**src/hdl/pdpm_pkg.sv**
```systemverilog
// package: register map, field layout, reset values and carriers for the port mux
package pdpm_pkg;
    localparam int PDPM_AW = 4;
    // register offsets
    localparam logic [3:0] PDPM_OFS_A_DATA = 4'h0;
    localparam logic [3:0] PDPM_OFS_A_DIR = 4'h1;
    localparam logic [3:0] PDPM_OFS_B_DATA = 4'h2;
    localparam logic [3:0] PDPM_OFS_B_DIR = 4'h3;
    localparam logic [3:0] PDPM_OFS_C_DATA = 4'h4;
    localparam logic [3:0] PDPM_OFS_C_DIR = 4'h5;
    localparam logic [3:0] PDPM_OFS_A_SEL_LO = 4'h6;
    localparam logic [3:0] PDPM_OFS_A_SEL_HI = 4'h7;
    localparam logic [3:0] PDPM_OFS_B_SEL_HI = 4'h8;
    localparam logic [3:0] PDPM_OFS_C_SEL_LO = 4'h9;
    localparam logic [3:0] PDPM_OFS_C_SEL_HI = 4'hA;
    // reset values
    localparam logic [7:0] PDPM_RST_DIR = 8'hFF;
    localparam logic [7:0] PDPM_RST_DATA = 8'hFF;
    localparam logic [7:0] PDPM_RST_SEL = 8'h00;
    // implemented bits
    localparam logic [7:0] PDPM_MASK_A_SEL_LO = 8'hCC;
    localparam logic [7:0] PDPM_MASK_A_SEL_HI = 8'h03;
    localparam logic [7:0] PDPM_MASK_B_PORT = 8'hFE;
    // field positions (low bit of each two-bit selector)
    localparam int PDPM_POS_A3 = 6;
    localparam int PDPM_POS_A1 = 2;
    localparam int PDPM_POS_A4 = 0;
    localparam int PDPM_POS_B7 = 6;
    localparam int PDPM_POS_B6 = 4;
    localparam int PDPM_POS_B5 = 2;
    localparam int PDPM_POS_B4 = 0;
    // selector codes
    localparam logic [1:0] PDPM_CODE_ALT2 = 2'h2;
    localparam logic [1:0] PDPM_CODE_ALT3 = 2'h3;

    typedef struct packed {
        logic [PDPM_AW-1:0] addr;
        logic [7:0] wdata;
        logic wr;
        logic rd;
    } pdpm_bus_req_t;

    typedef struct packed {
        logic electrolum_common_out;
        logic electrolum_pulse_out;
        logic timer_output;
        logic timer_output_inverted;
        logic lcd_segment_eight;
        logic lcd_segment_nine;
        logic lcd_segment_ten;
        logic lcd_segment_eleven;
    } pdpm_periph_t;

    typedef struct packed {
        logic [7:0] a_out;
        logic [7:0] a_oe;
        logic [7:0] b_out;
        logic [7:0] b_oe;
        logic [7:0] c_out;
        logic [7:0] c_oe;
    } pdpm_pins_t;
endpackage : pdpm_pkg

```
**src/hdl/pdpm_port_mux.sv**
```systemverilog
// port direction registers, data latches and pin-shared function routing
//
// The register addresses and strobed register access were decided locally.
`timescale 1ns/10ps
`default_nettype none

// What this block does
// - direction bit one makes pin an input
// - direction bit zero drives latch push-pull
// - input pin reads present synchronised level
// - output pin reads its output latch
// - one direction register per port, bit per pin
// - pin a3 selector: 10 common, 11 timer
// - first port a selector gaps read zero
// - pin a1 selector code 11 pulse output
// - second port a selector upper bits zero
// - pin a4 selector code 11 inverted timer
// - pin b7 selector code 11 segment eleven
// - pin b6 selector code 11 segment ten
// - pin b5 selector code 11 segment nine
// - pin b4 selector code 11 segment eight
module pdpm_port_mux (
    // clock and reset
    input wire logic clk,
    input wire logic rstn,
    // register port
    input wire pdpm_pkg::pdpm_bus_req_t bus_req,
    output logic [7:0] bus_rdata,
    // peripheral signals
    input wire pdpm_pkg::pdpm_periph_t periph,
    // pads
    input wire logic [7:0] pin_a_in,
    input wire logic [7:0] pin_b_in,
    input wire logic [7:0] pin_c_in,
    output pdpm_pkg::pdpm_pins_t pins,
    // port c selectors for the segment driver outside
    output logic [7:0] port_c_sel_lo,
    output logic [7:0] port_c_sel_hi
);
    import pdpm_pkg::*;

    typedef struct packed {
        logic [7:0] a_lat;
        logic [7:0] b_lat;
        logic [7:0] c_lat;
        logic [7:0] a_dir;
        logic [7:0] b_dir;
        logic [7:0] c_dir;
        logic [7:0] a_sel_lo;
        logic [7:0] a_sel_hi;
        logic [7:0] b_sel_hi;
        logic [7:0] c_sel_lo;
        logic [7:0] c_sel_hi;
        logic [2:0][7:0] s1;
        logic [2:0][7:0] s2;
        logic [2:0][7:0] s3;
        logic [2:0][7:0] lvl;
        logic [7:0] rdata;
        pdpm_pins_t pins;
    } pdpm_state_t;

    pdpm_state_t state_ff;
    pdpm_state_t nxt_state;

    // pick a two-bit field
    function automatic logic [1:0] pdpm_field(input logic [7:0] r,
                                              input int pos);
        pdpm_field = r[pos+:2];
    endfunction

    // port read: level when input, latch when output
    function automatic logic [7:0] pdpm_port_rd(input logic [7:0] dir,
                                                input logic [7:0] lvl,
                                                input logic [7:0] lat);
        pdpm_port_rd = (dir & lvl) | (~dir & lat);
    endfunction

    logic [7:0] a_drv;
    logic [7:0] b_drv;
    logic [7:0] a_force;
    logic [7:0] b_force;

    always_comb begin
        a_drv = state_ff.a_lat;
        b_drv = state_ff.b_lat;
        a_force = 8'h00;
        b_force = 8'h00;
        unique case (pdpm_field(state_ff.a_sel_lo, PDPM_POS_A3))
            PDPM_CODE_ALT2: begin
                a_drv[3] = periph.electrolum_common_out;
                a_force[3] = 1'b1;
            end
            PDPM_CODE_ALT3: begin
                a_drv[3] = periph.timer_output;
                a_force[3] = 1'b1;
            end
            default: begin
            end
        endcase
        if (pdpm_field(state_ff.a_sel_lo, PDPM_POS_A1) == PDPM_CODE_ALT3) begin
            a_drv[1] = periph.electrolum_pulse_out;
            a_force[1] = 1'b1;
        end
        if (pdpm_field(state_ff.a_sel_hi, PDPM_POS_A4) == PDPM_CODE_ALT3) begin
            a_drv[4] = periph.timer_output_inverted;
            a_force[4] = 1'b1;
        end
        if (pdpm_field(state_ff.b_sel_hi, PDPM_POS_B7) == PDPM_CODE_ALT3) begin
            b_drv[7] = periph.lcd_segment_eleven;
            b_force[7] = 1'b1;
        end
        if (pdpm_field(state_ff.b_sel_hi, PDPM_POS_B6) == PDPM_CODE_ALT3) begin
            b_drv[6] = periph.lcd_segment_ten;
            b_force[6] = 1'b1;
        end
        if (pdpm_field(state_ff.b_sel_hi, PDPM_POS_B5) == PDPM_CODE_ALT3) begin
            b_drv[5] = periph.lcd_segment_nine;
            b_force[5] = 1'b1;
        end
        if (pdpm_field(state_ff.b_sel_hi, PDPM_POS_B4) == PDPM_CODE_ALT3) begin
            b_drv[4] = periph.lcd_segment_eight;
            b_force[4] = 1'b1;
        end
    end

    always_comb begin
        nxt_state = state_ff;
        // pad synchroniser: three stages, change taken when 2 and 3 agree
        nxt_state.s1 = {pin_c_in, pin_b_in, pin_a_in};
        nxt_state.s2 = state_ff.s1;
        nxt_state.s3 = state_ff.s2;
        for (int p = 0; p < 3; p++) begin
            for (int i = 0; i < 8; i++) begin
                if (state_ff.s2[p][i] == state_ff.s3[p][i]) begin
                    nxt_state.lvl[p][i] = state_ff.s3[p][i];
                end
            end
        end
        if (bus_req.wr) begin
            unique case (bus_req.addr)
                PDPM_OFS_A_DATA: nxt_state.a_lat = bus_req.wdata;
                PDPM_OFS_A_DIR: nxt_state.a_dir = bus_req.wdata;
                PDPM_OFS_B_DATA:
                    nxt_state.b_lat = bus_req.wdata & PDPM_MASK_B_PORT;
                PDPM_OFS_B_DIR:
                    nxt_state.b_dir = bus_req.wdata | ~PDPM_MASK_B_PORT;
                PDPM_OFS_C_DATA: nxt_state.c_lat = bus_req.wdata;
                PDPM_OFS_C_DIR: nxt_state.c_dir = bus_req.wdata;
                PDPM_OFS_A_SEL_LO:
                    nxt_state.a_sel_lo = bus_req.wdata & PDPM_MASK_A_SEL_LO;
                PDPM_OFS_A_SEL_HI:
                    nxt_state.a_sel_hi = bus_req.wdata & PDPM_MASK_A_SEL_HI;
                PDPM_OFS_B_SEL_HI: nxt_state.b_sel_hi = bus_req.wdata;
                PDPM_OFS_C_SEL_LO: nxt_state.c_sel_lo = bus_req.wdata;
                PDPM_OFS_C_SEL_HI: nxt_state.c_sel_hi = bus_req.wdata;
                default: begin
                end
            endcase
        end
        nxt_state.rdata = 8'h00;
        if (bus_req.rd) begin
            unique case (bus_req.addr)
                PDPM_OFS_A_DATA: nxt_state.rdata = pdpm_port_rd(state_ff.a_dir,
                    state_ff.lvl[0], state_ff.a_lat);
                PDPM_OFS_A_DIR: nxt_state.rdata = state_ff.a_dir;
                PDPM_OFS_B_DATA: nxt_state.rdata = pdpm_port_rd(state_ff.b_dir,
                    state_ff.lvl[1], state_ff.b_lat) & PDPM_MASK_B_PORT;
                PDPM_OFS_B_DIR:
                    nxt_state.rdata = state_ff.b_dir & PDPM_MASK_B_PORT;
                PDPM_OFS_C_DATA: nxt_state.rdata = pdpm_port_rd(state_ff.c_dir,
                    state_ff.lvl[2], state_ff.c_lat);
                PDPM_OFS_C_DIR: nxt_state.rdata = state_ff.c_dir;
                PDPM_OFS_A_SEL_LO: nxt_state.rdata = state_ff.a_sel_lo;
                PDPM_OFS_A_SEL_HI: nxt_state.rdata = state_ff.a_sel_hi;
                PDPM_OFS_B_SEL_HI: nxt_state.rdata = state_ff.b_sel_hi;
                PDPM_OFS_C_SEL_LO: nxt_state.rdata = state_ff.c_sel_lo;
                PDPM_OFS_C_SEL_HI: nxt_state.rdata = state_ff.c_sel_hi;
                default: nxt_state.rdata = 8'h00;
            endcase
        end
        // pad drive, registered
        nxt_state.pins.a_out = a_drv;
        nxt_state.pins.a_oe = ~state_ff.a_dir | a_force;
        nxt_state.pins.b_out = b_drv & PDPM_MASK_B_PORT;
        nxt_state.pins.b_oe = (~state_ff.b_dir | b_force) & PDPM_MASK_B_PORT;
        nxt_state.pins.c_out = state_ff.c_lat;
        nxt_state.pins.c_oe = ~state_ff.c_dir;
    end

    always_ff @(posedge clk) begin
        if (!rstn) begin
            state_ff <= '0;
            state_ff.a_lat <= PDPM_RST_DATA;
            state_ff.b_lat <= PDPM_RST_DATA & PDPM_MASK_B_PORT;
            state_ff.c_lat <= PDPM_RST_DATA;
            state_ff.a_dir <= PDPM_RST_DIR;
            state_ff.b_dir <= PDPM_RST_DIR;
            state_ff.c_dir <= PDPM_RST_DIR;
            state_ff.a_sel_lo <= PDPM_RST_SEL;
            state_ff.a_sel_hi <= PDPM_RST_SEL;
            state_ff.b_sel_hi <= PDPM_RST_SEL;
            state_ff.c_sel_lo <= PDPM_RST_SEL;
            state_ff.c_sel_hi <= PDPM_RST_SEL;
        end else begin
            state_ff <= nxt_state;
        end
    end

    assign bus_rdata = state_ff.rdata;
    assign pins = state_ff.pins;
    assign port_c_sel_lo = state_ff.c_sel_lo;
    assign port_c_sel_hi = state_ff.c_sel_hi;

    ////////////////////////////////////////////////////////////////////////
    // checks

    // direction and drive
    chk_input_no_drive: assert property (
        @(posedge clk) disable iff (!rstn)
        (state_ff.c_dir[0] && $past(state_ff.c_dir[0]))
        |-> !pins.c_oe[0])
        else $error("input pin is driven");
    chk_output_drives_latch: assert property (
        @(posedge clk) disable iff (!rstn)
        (!state_ff.c_dir[2] && $stable(state_ff.c_lat[2]))
        |=> (pins.c_oe[2] && pins.c_out[2] == $past(state_ff.c_lat[2])))
        else $error("output pin not driven from latch");
    chk_b_dir_bit0: assert property (
        @(posedge clk) disable iff (!rstn)
        !pins.b_oe[0])
        else $error("missing port b pin driven");

    // register reads
    chk_read_input_level: assert property (
        @(posedge clk) disable iff (!rstn)
        (bus_req.rd && bus_req.addr == PDPM_OFS_A_DATA && state_ff.a_dir[5])
        |=> bus_rdata[5] == $past(state_ff.lvl[0][5]))
        else $error("input read not pin level");
    chk_read_output_latch: assert property (
        @(posedge clk) disable iff (!rstn)
        (bus_req.rd && bus_req.addr == PDPM_OFS_A_DATA && !state_ff.a_dir[5])
        |=> bus_rdata[5] == $past(state_ff.a_lat[5]))
        else $error("output read not latch");
    chk_sync_agree: assert property (
        @(posedge clk) disable iff (!rstn)
        ((state_ff.lvl ^ $past(state_ff.lvl))
        & ($past(state_ff.s2) ^ $past(state_ff.s3))) == 24'h000000)
        else $error("pad level taken before two stages agree");
    chk_b_read_bit0: assert property (
        @(posedge clk) disable iff (!rstn)
        $past(bus_req.rd && (bus_req.addr == PDPM_OFS_B_DATA
        || bus_req.addr == PDPM_OFS_B_DIR)) |-> !bus_rdata[0])
        else $error("missing port b bit reads one");
    chk_sel_lo_read: assert property (
        @(posedge clk) disable iff (!rstn)
        $past(bus_req.rd && bus_req.addr == PDPM_OFS_A_SEL_LO)
        |-> (bus_rdata & ~PDPM_MASK_A_SEL_LO) == 8'h00)
        else $error("first selector gaps not zero");
    chk_a_sel_lo_gaps: assert property (
        @(posedge clk) disable iff (!rstn)
        (state_ff.a_sel_lo & ~PDPM_MASK_A_SEL_LO) == 8'h00)
        else $error("unimplemented selector bits set");
    chk_a_sel_hi_gaps: assert property (
        @(posedge clk) disable iff (!rstn)
        $past(bus_req.rd && bus_req.addr == PDPM_OFS_A_SEL_HI)
        |-> bus_rdata[7:2] == 6'h00)
        else $error("upper selector bits not zero");

    // selector routing
    chk_a3_timer_route: assert property (
        @(posedge clk) disable iff (!rstn)
        (state_ff.a_sel_lo[7:6] == PDPM_CODE_ALT3)
        |=> (pins.a_oe[3] && pins.a_out[3] == $past(periph.timer_output)))
        else $error("pin a3 not routed to timer");
    chk_a3_common_route: assert property (
        @(posedge clk) disable iff (!rstn)
        (state_ff.a_sel_lo[7:6] == PDPM_CODE_ALT2)
        |=> (pins.a_oe[3]
        && pins.a_out[3] == $past(periph.electrolum_common_out)))
        else $error("pin a3 not routed to common");
    chk_a3_no_route: assert property (
        @(posedge clk) disable iff (!rstn)
        (!state_ff.a_sel_lo[7] && state_ff.a_dir[3]) |=> !pins.a_oe[3])
        else $error("pin a3 driven while general input");
    chk_a1_pulse_route: assert property (
        @(posedge clk) disable iff (!rstn)
        (state_ff.a_sel_lo[3:2] == PDPM_CODE_ALT3)
        |=> pins.a_out[1] == $past(periph.electrolum_pulse_out))
        else $error("pin a1 not routed to pulse");
    chk_a1_no_route: assert property (
        @(posedge clk) disable iff (!rstn)
        (state_ff.a_sel_lo[3:2] != PDPM_CODE_ALT3 && state_ff.a_dir[1])
        |=> !pins.a_oe[1])
        else $error("pin a1 driven while general input");
    chk_a4_inv_route: assert property (
        @(posedge clk) disable iff (!rstn)
        (state_ff.a_sel_hi[1:0] == PDPM_CODE_ALT3)
        |=> pins.a_out[4] == $past(periph.timer_output_inverted))
        else $error("pin a4 not routed to inverted timer");
    chk_a4_no_route: assert property (
        @(posedge clk) disable iff (!rstn)
        (state_ff.a_sel_hi[1:0] != PDPM_CODE_ALT3 && state_ff.a_dir[4])
        |=> !pins.a_oe[4])
        else $error("pin a4 driven while general input");
    chk_b7_seg_route: assert property (
        @(posedge clk) disable iff (!rstn)
        (state_ff.b_sel_hi[7:6] == PDPM_CODE_ALT3)
        |=> pins.b_out[7] == $past(periph.lcd_segment_eleven))
        else $error("pin b7 not routed to segment");
    chk_b7_no_route: assert property (
        @(posedge clk) disable iff (!rstn)
        (state_ff.b_sel_hi[7:6] != PDPM_CODE_ALT3 && state_ff.b_dir[7])
        |=> !pins.b_oe[7])
        else $error("pin b7 driven while general input");
    chk_b6_seg_route: assert property (
        @(posedge clk) disable iff (!rstn)
        (state_ff.b_sel_hi[5:4] == PDPM_CODE_ALT3)
        |=> pins.b_out[6] == $past(periph.lcd_segment_ten))
        else $error("pin b6 not routed to segment");
    chk_b5_seg_route: assert property (
        @(posedge clk) disable iff (!rstn)
        (state_ff.b_sel_hi[3:2] == PDPM_CODE_ALT3)
        |=> pins.b_out[5] == $past(periph.lcd_segment_nine))
        else $error("pin b5 not routed to segment");
    chk_b4_seg_route: assert property (
        @(posedge clk) disable iff (!rstn)
        (state_ff.b_sel_hi[1:0] == PDPM_CODE_ALT3)
        |=> pins.b_out[4] == $past(periph.lcd_segment_eight))
        else $error("pin b4 not routed to segment");

    cov_a3_common: cover property (@(posedge clk) disable iff (!rstn)
        state_ff.a_sel_lo[7:6] == PDPM_CODE_ALT2);
    cov_output_read: cover property (@(posedge clk) disable iff (!rstn)
        bus_req.rd && bus_req.addr == PDPM_OFS_B_DATA && !state_ff.b_dir[3]);
    cov_input_read: cover property (@(posedge clk) disable iff (!rstn)
        bus_req.rd && bus_req.addr == PDPM_OFS_C_DATA && state_ff.c_dir[1]);
    cov_seg_route: cover property (@(posedge clk) disable iff (!rstn)
        state_ff.b_sel_hi == 8'hFF);
    cov_a4_inverted: cover property (@(posedge clk) disable iff (!rstn)
        state_ff.a_sel_hi[1:0] == PDPM_CODE_ALT3 && pins.a_out[4]);

endmodule // pdpm_port_mux

`default_nettype wire

```
**config.mk**
```make
export PLATFORM = sky130hd
export DESIGN_NAME = pdpm_port_mux
export DESIGN_NICKNAME = d
export VERILOG_FILES = /design/src/hdl/pdpm_pkg.sv /design/src/hdl/pdpm_port_mux.sv
export SDC_FILE = /design/constraint.sdc
export NUM_CORES = 1
export LEC_CHECK = 0
export BUFFER_PORTS_ARGS = -buffer_cell sky130_fd_sc_hd__buf_4
export CAP_MARGIN = 10
export CORE_MARGIN = 10
export CORE_UTILIZATION = 53
export CTS_CLUSTER_SIZE = 16
export DETAILED_ROUTE_END_ITERATION = 8
export GPL_TIMING_DRIVEN = 0
export PLACE_DENSITY = 0.79
export SLEW_MARGIN = 0
export SYNTH_ARGS = -nofsm -noshare
export SYNTH_HDL_FRONTEND = slang
export SYNTH_SLANG_ARGS = --single-unit
```
**constraint.sdc**
```tcl
create_clock -name clk -period 1.85 [get_ports clk]
set_input_delay 0.0925 -clock clk [delete_from_list [all_inputs] [get_ports clk]]
set_output_delay 0.0925 -clock clk [all_outputs]
set_load 0.03 [all_outputs]
```
==> flow_summary.yaml <==
run_status:
  status: "finished, final reports clean"
placed_design:
  preCtsSetupSlack_ns: -0.0435
  place_congestion: 0.964
  numPortBuffers: 107
  dp_cells: 1216
  dp_hpwl_mm: 17.5
cts:
  cts_buffer_depth: 3
  cts_tree: "yes"
  numCtsBuffers: 23
  cts.sinks: 222
  clock_latency_ns: 0.51
  htreeDepth: 1
  cts_resized: 0
  root_buffer: "clkbuf_16"
  clkTransAtPathRegs_ns: 0.06
synth:
  ys_seq_area_share_pct: 51.8
  async_flop_share_pct: 0
  yosysTopAreaCell: "dfxtp_1"
  yosysWarnings: 0
  synth_top_area_share_pct: 51.8
  synth_area_leaders: "dfxtp_1 52%, buf_4 6.6%, and2_1 6.5%"
  synthCells: 892
  netlist_area_mm2: 0.00859
  synth_ff_type: "dfxtp_1"
  ys_ff_latch: 222
  synth_cell_type_count: 47
  synth-edff-count: 0
  postSynthAreaPerCell_um2: 9.63
finish:
  fill_cells: 1247
  diodes: 0
  syn_to_final_growth_pct: 25.6
  final_cell_count_no_fill: 1289
  finalNetCount: 1104
  final_util_pct: 67.9
  drive_gt1_share_pct: 24.2
timing:
  period_needed_ns: 1.62
  fin_crit_sh_pct: 87.4
  drv_slew: 0
  grt_setup_unrepaired: "no"
  layout_setup_ws_ns: 0.233
  maxSlewHeadroom_pct: 48.5
  max_freq_ghz: 0.619
  setup_viol: 0
  whs_ns: 0.108
  worst_slew_pin_slew_ns: 0.773
  hold_viol: 0
  clock_skew_ns: 0.00757
route:
  vias: 6726
  routed_wl_mm: 24.5
  wl_per_cell_um: 19.0
  firstDrtPassIters: 7
  vias_per_cell: 5.22
  ant_nets: 0
  drt_iter0_drc: 567
  drc_errors: 0
setup_path:
  worst-path-buf-inv: 0
  endpoint_kind: "register"
  crit_path_cell_trace: "mux2_2 -> mux2_2 -> o211ai_1 -> a31oi_1"
  slowest_stage: "dfxtp_1"
  critPathMaxFanout: 4
  worst_setup_path_start_kind: "register"
  arrival_ns: 2.00
  cp_common_cell: "mux2_2"
  cp_slowest_stage_delay_ns: 0.42
  path_class: "reg -> reg"
  critPathTopFamily: "multiplexers"
  critical_path_required_ns: 2.23
global_route:
  grt_pass1_vias: 6620
  antenna_found_initial: 0
  grt_max_degree: 15
  grt_overflow: 0
  grt_pass1_wl_mm: 37.7
  grt_use_total_pct: 21.9
floorplan:
  io_pins: 120
  die_w_um: 147
  core_mm2: 0.0159
  start_util_pct: 54.1
  die-area_mm2: 0.0217
  dieHeight_um: 147
  row_count: 46
power:
  finalPower_mw: 10.7
  p_leak_nw: 4.77
  power.density_mw_per_mm2: 989
  ir_drop_mv: 0.706
worst_hold_path:
  hold_path.class: "in -> reg"
run:
  max_cap_viol_count: 0
-- worst register-to-register path, delay by kind of cell, from the launching register on --
kind               cells  cell delay [ns]
AOI/OAI and AO/OA      2             0.44
DFF                    1             0.42
muxes                  2             0.62
-- Yosys cell counts (4+ instances only) --
| master | instances |
|---|---|
| o211ai_1 | 4 |
| o21ai_0 | 34 |
| a21boi_0 | 38 |
| buf_2 | 10 |
| nand3_1 | 50 |
| a22o_1 | 8 |
| nand3b_1 | 4 |
| a31oi_1 | 8 |
| buf_4 | 76 |
| mux2i_1 | 50 |
| nand2_1 | 137 |
| and2_1 | 89 |
| nor2_1 | 8 |
| clkbuf_1 | 34 |
| and3_1 | 6 |
| a21oi_1 | 4 |
| mux2_2 | 13 |
| dfxtp_1 | 222 |
| nor2b_1 | 52 |
-- state kept, by name, summed over array words and instances, names as in the netlist --
name and cells:
a_drv 5, b_drv 3, bus_rdata 8, nxt_state 54, pins 46, port_c_sel_hi 8, port_c_sel_lo 8, state_ff 90
-- through the flow --
step           setup TNS (ns)  cell area (µm²)
6_report                    0            10800
5_1_grt                     0            10800
4_1_cts                     0            10800
3_5_place_dp          -0.0784             9660
3_3_place_gp          -0.0126             9660
2_1_floorplan               0             8590
-- cell type report --
class                      instances  area (µm²)  share of cell area [%]
buffer                           124         786                    7.28
clock buffer                      34         717                    6.65
clock inverter                     8        97.6                   0.905
inverter                           3        11.3                   0.104
multi-input combinational        544        3350                    31.0
sequential                       222        4440                    41.2
tap                              216         270                    2.50
timing repair buffer             138        1110                    10.3
-- cells in the final DEF (no fill, tap or decap), types with 4 or more instances in the layout --
master	n
and2_1	89
and3_1	6
a31oi_1	8
nand3b_1	4
clkinv_2	4
o211ai_1	4
dlygate4sd3_1	31
a21oi_1	4
nor2b_1	52
buf_2	10
buf_4	183
a21boi_0	38
nor2_1	8
a22o_1	8
clkbuf_8	10
dfxtp_1	222
nand3_1	50
o21ai_0	34
mux2i_1	50
mux2_2	13
clkbuf_1	35
clkbuf_16	23
nand2_1	137
-- worst paths after layout --
kind,startpoint,end,slack (ns),cells after the start
setup / recovery,state_ff[211],bus_rdata[3],0.23,4
setup reg to reg,state_ff[211],bus_rdata[3],0.23,4
hold reg to reg,nxt_state[121],nxt_state[97],0.43,1
hold / removal,bus_req[13],bus_rdata[0],0.11,5
-- cell families after synthesis --
group                  share of synthesized area [%]
AOI/OAI and AO/OA                               8.83
and+or+nand+nor                                 22.3
buffers and inverters                           9.28
muxes                                           7.80
other                                         0.0437
DFF                                             51.8
-- power breakdown --
group / internal [mW] / switching, mW / total [mW]
logic: 0.383 / 0.459 / 0.842
registers: 4.91 / 0.0683 / 4.98
clock network: 2.96 / 1.88 / 4.85
total: 8.26 / 2.41 / 10.7
-- metal layers --
layer	global-route usage [%]	part of all wire, %	wire length (µm)
met5	0	0	0
met4	7.38	3.1	751
met3	4.12	7.8	1920
met2	36.5	47	11600
met1	27.8	42	10300
-- timing repair --
item,in CTS,in global routing
hold endpoints to repair,30,0
hold buffers,31,0
setup buffers,0,0
(Power assumes the default switching activity.)
